### src/design/fpm_device_fix.sv
// held-pair output alias for function A
`timescale 1ns/1ps
`default_nettype none
`default_nettype wire

### src/design/fpm_pkg.sv
// shared constants, types and code mapping for the field pair changeover monitor
package fpm_pkg;
	localparam int unsigned CLK_MHZ = 100;
	localparam int unsigned CYC_PER_MS = CLK_MHZ * 1000;
	localparam int unsigned SYNC_MS = 40;
	localparam int unsigned CHG_MIN_MS = 40;
	localparam int unsigned GROUP_W = 5;
	localparam int unsigned PAIRS = 10;
	localparam int unsigned CNT_W = 40;
	localparam logic [3:0] IDX_RESET = 4'h0;
	localparam logic [6:0] PAIR_RESET = 7'h00;

	typedef enum logic [2:0] {
		FPM_FIXED_ONE,
		FPM_TEN_PAIRS,
		FPM_TWO_FUNC,
		FPM_MATRIX,
		FPM_MULTI_BANK
	} fpm_mode_t;

	typedef enum logic [1:0] {
		FPM_ST_START,
		FPM_ST_RUN,
		FPM_ST_SWITCH,
		FPM_ST_FAULT
	} fpm_state_t;

	// pair index 0..9 to the five-input code; one high for 0..4, one low for 5..9
	function automatic logic [4:0] fpm_encode(input logic [3:0] idx);
		logic [4:0] bit_sel;
		bit_sel = 5'h00;
		if (idx < 4'h5)
		begin
			bit_sel = 5'h01 << idx;
			return bit_sel;
		end
		bit_sel = 5'h01 << (4'h9 - idx);
		return ~bit_sel;
	endfunction

	// changeover wait in cycles: sync time plus changeover time, never below the minimum
	function automatic logic [CNT_W-1:0] fpm_wait_cycles(input logic [15:0] chg_ms,
		input int unsigned cyc_per_ms);
		logic [16:0] eff_ms;
		eff_ms = (chg_ms < 16'(CHG_MIN_MS)) ? 17'(CHG_MIN_MS) : {1'b0, chg_ms};
		return CNT_W'(eff_ms + 17'(SYNC_MS)) * CNT_W'(cyc_per_ms);
	endfunction
endpackage

### src/design/fpm_sel_if.sv
// selection inputs and safety outputs between controller and monitor
`timescale 1ns/1ps
`default_nettype none
interface fpm_sel_if;
	logic [4:0] select_group_low;
	logic [4:0] select_group_high;
	logic safety_outputs_first;
	logic safety_outputs_second;

	modport device_end (
		input select_group_low,
		input select_group_high,
		output safety_outputs_first,
		output safety_outputs_second
	);

	modport ctrl_end (
		output select_group_low,
		output select_group_high,
		input safety_outputs_first,
		input safety_outputs_second
	);
endinterface
`default_nettype wire

### src/design/fpm_code_dec.sv
// five-input selection code to pair index decoder
`timescale 1ns/1ps
`default_nettype none
module fpm_code_dec (
	input wire logic [4:0] code,
	output logic [3:0] idx,
	output logic ok
);
	import fpm_pkg::*;

	logic [PAIRS-1:0] hit;

	genvar k;
	generate
		for (k = 0; k < PAIRS; k++)
		begin : g_hit
			assign hit[k] = (code == fpm_encode(4'(k)));
		end
	endgenerate

	always_comb
	begin
		idx = IDX_RESET;
		for (int i = 0; i < PAIRS; i++)
		begin
			if (hit[i])
			begin
				idx = 4'(i);
			end
		end
	end

	assign ok = |hit;
endmodule // fpm_code_dec
`default_nettype wire

### src/design/fpm_device.sv
// field pair selection, changeover timing and violation monitor, scanner end
//
// Summary of operation
// - controller settles code before changeover time ends
// - old pair stays evaluated during changeover
// - timer starts on first selection input change
// - new pair evaluated only after timer expiry
// - pairs one to five: one-hot codes
// - pairs six to ten: exactly one input low
// - second group selects second function pairs
// - matrix: low group column, high group row
// - two functions drive separate safety outputs
// - banks: high group bank, low group pair
// - order check: forbidden transition drops outputs
// - order check: deactivated target pair drops outputs
// - missing reference contour drops outputs
// - reference contour within maximum distance
// - standby pair holds outputs off
// - fixed mode: always first pair, inputs ignored
// - changeover time never below minimum
// - drop after sync plus changeover plus response
// - changeover violation signals fault, outputs off
`timescale 1ns/1ps
`default_nettype none
module fpm_device #(
	parameter int unsigned CYC_PER_MS = fpm_pkg::CYC_PER_MS
) (
	input wire logic clk,
	input wire logic rst_b,
	fpm_sel_if.device_end sel,
	input wire fpm_pkg::fpm_mode_t mode,
	input wire logic [15:0] chg_time_ms,
	input wire logic order_check_en,
	input wire logic [1:0][99:0] permit_col,
	input wire logic [99:0] permit_row,
	input wire logic [1:0][99:0] pair_enabled,
	input wire logic [1:0][99:0] ref_contour_map,
	input wire logic [1:0][99:0] standby_map,
	input wire logic [1:0] field_clear,
	input wire logic [1:0] contour_seen,
	output wire logic [6:0] first_bank_field_pair,
	output wire logic [3:0] second_function_field_pair,
	output wire logic [1:0] changeover_active,
	output wire logic [1:0] changeover_fault
);
	import fpm_pkg::*;

	////////////////////////////////////////////////////////////////////////////////
	// pin synchronisers and group decode

	logic [1:0][4:0] group_meta;
	logic [1:0][4:0] group_sync;
	logic [1:0][4:0] group_prev;
	logic [1:0][3:0] group_idx;
	logic [1:0] group_ok;
	logic [1:0] group_changed;
	logic [CNT_W-1:0] wait_limit;
	logic [1:0] eval_ok;
	logic [1:0][6:0] cur_pair;
	logic [6:0] held_pair_first;

	always_ff @(posedge clk)
	begin
		if (!rst_b)
		begin
			group_meta <= '0;
			group_sync <= '0;
			group_prev <= '0;
		end
		else
		begin
			group_meta <= {sel.select_group_high, sel.select_group_low};
			group_sync <= group_meta;
			group_prev <= group_sync;
		end
	end

	assign wait_limit = fpm_wait_cycles(chg_time_ms, CYC_PER_MS);

	genvar g;
	generate
		for (g = 0; g < 2; g++)
		begin : g_dec
			assign group_changed[g] = (group_sync[g] != group_prev[g]);
			fpm_code_dec u_dec (
				.code(group_sync[g]),
				.idx(group_idx[g]),
				.ok(group_ok[g])
			);
		end
	endgenerate

	////////////////////////////////////////////////////////////////////////////////
	// one changeover monitor per protective function

	generate
		for (g = 0; g < 2; g++)
		begin : g_func
			fpm_state_t state;
			fpm_state_t next_state;
			logic [3:0] col;
			logic [3:0] row;
			logic [CNT_W-1:0] cnt;
			logic fault;
			logic func_on;
			logic row_used;
			logic changed;
			logic [3:0] new_col;
			logic [3:0] new_row;
			logic new_ok;
			logic [6:0] new_pair;
			logic col_permit;
			logic row_permit;
			logic order_ok;
			logic expired;
			logic switching;

			assign func_on = (g == 0) ? (mode != FPM_FIXED_ONE) : (mode == FPM_TWO_FUNC);
			// second group as row in matrix, as bank in multi-bank; numbering is identical
			assign row_used = (g == 0) && (mode == FPM_MATRIX || mode == FPM_MULTI_BANK);
			// function B decodes the second group with the same codes
			assign new_col = group_idx[g];
			assign new_row = row_used ? group_idx[1] : IDX_RESET;
			assign new_ok = group_ok[g] && (!row_used || group_ok[1]);
			assign changed = group_changed[g] || (row_used && group_changed[1]);
			// widen before the product; a four-bit product would lose rows above one
			assign new_pair = 7'(new_row) * 7'h0A + 7'(new_col);
			assign col_permit = (new_col == col) || permit_col[g][7'(col) * 7'h0A + 7'(new_col)];
			assign row_permit = (new_row == row) || permit_row[7'(row) * 7'h0A + 7'(new_row)];
			// first adoption after reset has no predecessor to check against
			assign order_ok = !order_check_en
				|| ((state == FPM_ST_START || (col_permit && row_permit))
				&& pair_enabled[g][new_pair]);
			assign expired = (cnt >= wait_limit - CNT_W'(1));
			assign cur_pair[g] = 7'(row) * 7'h0A + 7'(col);

			always_comb
			begin
				next_state = state;
				case (state)
					FPM_ST_START, FPM_ST_SWITCH:
					begin
						if (expired)
						begin
							// code must be settled by now, else the changeover failed
							next_state = (new_ok && order_ok) ? FPM_ST_RUN : FPM_ST_FAULT;
						end
					end
					FPM_ST_RUN:
					begin
						if (changed)
						begin
							next_state = FPM_ST_SWITCH;
						end
					end
					FPM_ST_FAULT:
					begin
						next_state = FPM_ST_FAULT;
					end
					default:
					begin
						next_state = FPM_ST_FAULT;
					end
				endcase
			end

			always_ff @(posedge clk)
			begin
				if (!rst_b)
				begin
					state <= FPM_ST_START;
					col <= IDX_RESET;
					row <= IDX_RESET;
					cnt <= '0;
					fault <= 1'b0;
					switching <= 1'b0;
				end
				else if (!func_on)
				begin
					// inputs ignored, first pair of first bank held
					state <= FPM_ST_RUN;
					col <= IDX_RESET;
					row <= IDX_RESET;
					cnt <= '0;
					switching <= 1'b0;
				end
				else
				begin
					state <= next_state;
					switching <= (next_state == FPM_ST_SWITCH);
					fault <= fault || (next_state == FPM_ST_FAULT);
					cnt <= (state == FPM_ST_RUN || expired) ? '0 : cnt + CNT_W'(1);
					// col and row hold the old pair until expiry
					if ((state == FPM_ST_START || state == FPM_ST_SWITCH) && expired && new_ok)
					begin
						col <= new_col;
						row <= new_row;
					end
				end
			end

			// evaluation always follows the held pair
			assign eval_ok[g] = (state == FPM_ST_RUN || state == FPM_ST_SWITCH)
				&& !standby_map[g][cur_pair[g]]
				&& field_clear[g]
				&& (!ref_contour_map[g][cur_pair[g]] || contour_seen[g]);
			assign changeover_active[g] = switching;
			assign changeover_fault[g] = fault;
		end
	endgenerate

	////////////////////////////////////////////////////////////////////////////////
	// outputs; one function drives both pairs unless two functions are configured

	always_ff @(posedge clk)
	begin
		if (!rst_b)
		begin
			sel.safety_outputs_first <= 1'b0;
			sel.safety_outputs_second <= 1'b0;
			held_pair_first <= PAIR_RESET;
		end
		else
		begin
			sel.safety_outputs_first <= eval_ok[0];
			sel.safety_outputs_second <= (mode == FPM_TWO_FUNC) ? eval_ok[1] : eval_ok[0];
			// lags the held pair by one edge, like the safety outputs
			held_pair_first <= cur_pair[0];
		end
	end

	assign first_bank_field_pair = held_pair_first;
	assign second_function_field_pair = g_func[1].col;
endmodule // fpm_device
`default_nettype wire

### src/flat_wrapper.sv
// flat-port wrapper written by rule: the top's interface ports become plain ports
module fpm_device_flat import fpm_pkg::*;
#(
	parameter int unsigned CYC_PER_MS = fpm_pkg::CYC_PER_MS
)
  (clk, rst_b, mode, chg_time_ms, order_check_en, permit_col, permit_row, pair_enabled, ref_contour_map, standby_map, field_clear, contour_seen, first_bank_field_pair, second_function_field_pair, changeover_active, changeover_fault, sel_select_group_low, sel_select_group_high, sel_safety_outputs_first, sel_safety_outputs_second);
  fpm_sel_if sel_i ();
  input wire logic clk;
  input wire logic rst_b;
  input wire fpm_pkg::fpm_mode_t mode;
  input wire logic [15:0] chg_time_ms;
  input wire logic order_check_en;
  input wire logic [1:0][99:0] permit_col;
  input wire logic [99:0] permit_row;
  input wire logic [1:0][99:0] pair_enabled;
  input wire logic [1:0][99:0] ref_contour_map;
  input wire logic [1:0][99:0] standby_map;
  input wire logic [1:0] field_clear;
  input wire logic [1:0] contour_seen;
  output wire logic [6:0] first_bank_field_pair;
  output wire logic [3:0] second_function_field_pair;
  output wire logic [1:0] changeover_active;
  output wire logic [1:0] changeover_fault;
  input wire logic [$bits(sel_i.select_group_low)-1:0] sel_select_group_low;
  input wire logic [$bits(sel_i.select_group_high)-1:0] sel_select_group_high;
  output wire logic [$bits(sel_i.safety_outputs_first)-1:0] sel_safety_outputs_first;
  output wire logic [$bits(sel_i.safety_outputs_second)-1:0] sel_safety_outputs_second;
  assign sel_i.select_group_low = sel_select_group_low;
  assign sel_i.select_group_high = sel_select_group_high;
  assign sel_safety_outputs_first = sel_i.safety_outputs_first;
  assign sel_safety_outputs_second = sel_i.safety_outputs_second;
  fpm_device #(.CYC_PER_MS(CYC_PER_MS)) u_core (.clk(clk), .rst_b(rst_b), .sel(sel_i), .mode(mode), .chg_time_ms(chg_time_ms), .order_check_en(order_check_en), .permit_col(permit_col), .permit_row(permit_row), .pair_enabled(pair_enabled), .ref_contour_map(ref_contour_map), .standby_map(standby_map), .field_clear(field_clear), .contour_seen(contour_seen), .first_bank_field_pair(first_bank_field_pair), .second_function_field_pair(second_function_field_pair), .changeover_active(changeover_active), .changeover_fault(changeover_fault));
endmodule
### config.mk
export PLATFORM = sky130hd
export DESIGN_NAME = fpm_device_flat
export DESIGN_NICKNAME = d
export VERILOG_FILES = /design/src/design/fpm_device_fix.sv /design/src/design/fpm_pkg.sv /design/src/design/fpm_sel_if.sv /design/src/design/fpm_code_dec.sv /design/src/design/fpm_device.sv /design/src/flat_wrapper.sv
export SDC_FILE = /design/constraint.sdc
export NUM_CORES = 1
export LEC_CHECK = 0
export ABC_AREA = 1
export BUFFER_PORTS_ARGS = -buffer_cell sky130_fd_sc_hd__buf_2
export CORE_AREA = 2 2 366 368
export DETAILED_ROUTE_END_ITERATION = 8
export DIE_AREA = 0 0 368 370
export PLACE_DENSITY = 0.39
export SKIP_LAST_GASP = 1
export SLEW_MARGIN = 40
export SYNTH_ARGS = -nofsm -noshare
export SYNTH_HDL_FRONTEND = slang
export SYNTH_SLANG_ARGS = --single-unit
### constraint.sdc
create_clock -name clk -period 9.03 [get_ports clk]
set_clock_uncertainty 0.15 [all_clocks]
set_input_delay 0 -clock clk [delete_from_list [all_inputs] [get_ports clk]]
set_output_delay 0 -clock clk [all_outputs]
set_load 0.05 [all_outputs]
==> flow_metrics.py <==
metrics = {
    "clocking": {
        "insertion_delay_ns": 0.45,
        "root_buffer": "clkbuf_16",
        "cts-buffers-inserted": 17,
        "tritoncts": "yes",
        "cts.sinks": 139,
        "clkTransAtPathRegs_ns": 0.07,
        "h-tree-depth": 4,
        "cts.path.max_buffers": 2,
    },
    "power_and_ir_drop": {
        "p_leak_nw": 14.0,
        "ir_worst_vdd_mv": 0.203,
        "powerDensity_nw_per_um2": 203,
    },
    "synth": {
        "yosysSeqAreaShare": 0.136,
        "synth_fa_ha_area_frac": 0.187,
        "synth.area.mux_share": 0,
        "netlist_area_um2": 20500,
        "ys_ff_latch": 139,
        "synth_compound_area_frac": 0.167,
        "synth-async-reset-ratio": 0,
        "synth_top_family_by_area": "simple AND/OR/NAND/NOR gates",
        "synthTopCellsByCount": "nand2_1 (690), inv_1 (523), nand3_1 (305)",
        "ys_types": 70,
        "yosys_warnings": 0,
        "ys.flop_type": "dfxtp_1",
        "netlist.area_leader.share": 0.136,
        "yosysMostFrequentCell": "nand2_1",
        "synth_fp_nets": 4519,
        "ys_top_cells_by_area": "dfxtp_1 (14%), ha_1 (13%), nand2_1 (13%), inv_1 (9.6%), nand3_1 (7.5%)",
        "synth_simple_gate_area_frac": 0.338,
        "yosys.area.top_type": "dfxtp_1",
        "syn-mean-instance-area_um2": 6.18,
        "netlist_instances": 3310,
        "yosys.area_share.xor_xnor": 0.0466,
        "synth_edf_count": 0,
    },
    "sta": {
        "setup_ws_ns": 0.791,
        "fmax_mhz": 121,
        "min_period_ns": 8.24,
        "worstMarginPinSlew_ns": 0.844,
        "hold_viol": 0,
        "rsz0062_at_grt": "no",
        "slew_violations": 0,
        "setup_violations": 0,
        "maxSlewHeadroom": 0.437,
        "post-route-period-util": 0.912,
    },
    "floorplan": {
        "io_pins": 953,
        "design.die.area_um2": 136000,
        "initial_core_util": 0.154,
        "die_width_um": 368,
        "fp-row-count": 134,
        "core_um2": 132000,
        "die_h_um": 370,
    },
    "placed_design": {
        "io_buffers": 694,
        "gp_congestion": 0.864,
        "place_ws_ns": -0.184,
        "hpwlAfterDp_um": 79200,
    },
    "route": {
        "wl_met1_um": 43100,
        "drt-pass1-iter-count": 7,
        "drc": 0,
        "postRouteAntennaNets": 0,
        "num_vias": 23800,
        "totalWireLength_um": 94300,
        "wire_per_inst_um": 16.2,
        "dr_wl_met3_um": 4610,
        "route.met2.wl_um": 45500,
        "via_per_inst": 4.09,
        "topRoutingLayerUsed": "met5",
        "first_iter_violations": 1278,
    },
    "global_routing": {
        "grt_max_degree": 69,
        "grt_usage": 0.132,
        "antenna_found_initial": 19,
        "grt_pass1_wl_um": 139000,
        "overflow": 0,
        "grt_pass1_vias": 23100,
    },
    "setup_path": {
        "critPathSlowestCell": "fa_1",
        "cpMostUsedCell": "buf_4",
        "critPathCaptureType": "register",
        "crit_start": "chg_time_ms[11]",
        "r2r_end": "u_core.g_func[0].switching",
        "r2r-start": "u_core.group_sync[9]",
        "worstPathMaxFanout": 20,
        "crit_arrival_ns": 8.45,
        "worstSetupPathType": "input pin to register",
        "max_stage_delay_ns": 0.53,
        "critPathLaunchType": "input pin",
        "r2r.worst_path.cells": 23,
        "r2r_slack_ns": 2.92,
        "worstSetupEndpoint": "u_core.g_func[1].cnt[20]",
        "worst_ep_required_time_ns": 9.25,
    },
    "layout": {
        "nets": 5240,
        "final_util": 0.208,
        "drive_above_1_share": 0.237,
        "areaGrowthSynthToFinish_pct": 34.5,
    },
    "worst_hold_path": {
        "worstHoldPathType": "input pin to register",
    },
    "outcome": {
        "status": "complete, no violations",
    },
    "flow_run": {
        "cap_violations": 0,
    },
}
-- placed cells by master (no fill, tap or decap), types with 24 or more instances in the layout --
master	n
o21ai_0	216
xnor2_1	26
xor2_1	74
dfxtp_1	138
ha_1	214
nor2_1	291
o22ai_1	30
nor3_1	48
buf_2	694
nand3b_1	24
a21oi_1	238
nand2_1	687
fa_1	55
inv_1	517
nand4_1	47
buf_4	114
nand3_1	303
-- critical path: cells and delay by family --
family                   cells  cell delay [ns]
adder cells (fa/ha/maj)      8             3.10
AND/OR/NAND/NOR             19             2.44
buffers and inverters       13             1.58
AO/OA/AOI/OAI                5             0.97
XOR/XNOR                     2             0.34
-- kinds of logic (layout without fill, tap and decap cells) --
kind of cell,Yosys count,in the layout
other cells,0,7
compound gates,605,605
xor+xnor,108,108
buf+inv,662,1396
fa+ha+maj,273,273
simple gates,1523,1523
flops,139,139
-- registers in the layout (all words and copies together) (netlist names) --
register / flops
u_core.group_meta: 10
u_core.group_sync: 10
u_core.g_func.switching: 2
u_core.sel.safety_outputs_second: 1
u_core.first_bank_field_pair: 7
u_core.g_func.cnt: 80
u_core.g_func.row: 4
u_core.g_func.fault: 2
u_core.g_func.col: 4
u_core.second_function_field_pair: 4
u_core.group_prev: 10
u_core.sel.safety_outputs_first: 1
u_core.g_func.state: 4
-- metal layers --
layer  vias up  GRT usage
met3        60     0.0219
met1     10800      0.172
met4        14     0.0222
met2       578      0.229
li1      12300          -
met5         -          0
-- report_power, final --
group | total [mW] | switching, mW | internal [mW] | leakage [nW]
clock | 0.711 | 0.304 | 0.406 | 0.276
sequential | 0.627 | 0.00592 | 0.621 | 1.13
combinational | 4.25 | 2.49 | 1.77 | 12.6
total | 5.59 | 2.80 | 2.79 | 14.0
-- layout make-up --
class | instances | area (µm²)
antenna | 7 | 17.5
clock inverter | 11 | 120
sequential | 139 | 2790
timing repair buffer | 833 | 4620
multi-input combinational | 2509 | 15300
inverter | 531 | 2000
fill | 15400 | 105000
clock buffer | 21 | 440
tap | 1768 | 2210
-- how the worst min path moves through the flow --
stage	endpoint	from	depth (start not counted)	slack [ns]
2_1_floorplan	u_core.group_meta[0]	sel_select_group_low[0]	2	-0.05
3_3_place_gp	u_core.sel.safety_outputs_first	field_clear[0]	2	0.12
3_5_place_dp	u_core.group_meta[9]	sel_select_group_high[4]	3	0.12
4_1_cts	u_core.g_func[0].fault	mode[1]	6	0.08
5_1_grt	u_core.g_func[0].fault	mode[1]	6	0.16
6_report	u_core.g_func[0].fault	mode[1]	6	0.1
-- through the flow --
stage | std cells | total power [mW] | TNS (ns) | cell area [µm²] | hold slack (ns)
after floorplan | 3310 | 3.23 | 0 | 20500 | -0.0524
after global placement | 5755 | 4.82 | -3.28 | 26500 | 0.121
after detailed placement | 5755 | 4.83 | -6.01 | 26500 | 0.117
after CTS | 5808 | 5.59 | 0 | 27300 | 0.0794
after global routing | 5817 | 6.29 | 0 | 27500 | 0.162
final | 5819 | 5.59 | 0 | 27500 | 0.0979
-- repair_timing --
| item | 4_1_cts | 5_1_grt |
|---|---|---|
| endpoints found under the setup margin | 0 | 100 |
| setup buffers | 0 | 3 |
| gates resized for setup | 0 | 30 |
| hold endpoints to repair | 21 | 0 |
| hold buffers | 21 | 0 |
Note: power is estimated with default switching activity, not from simulation.
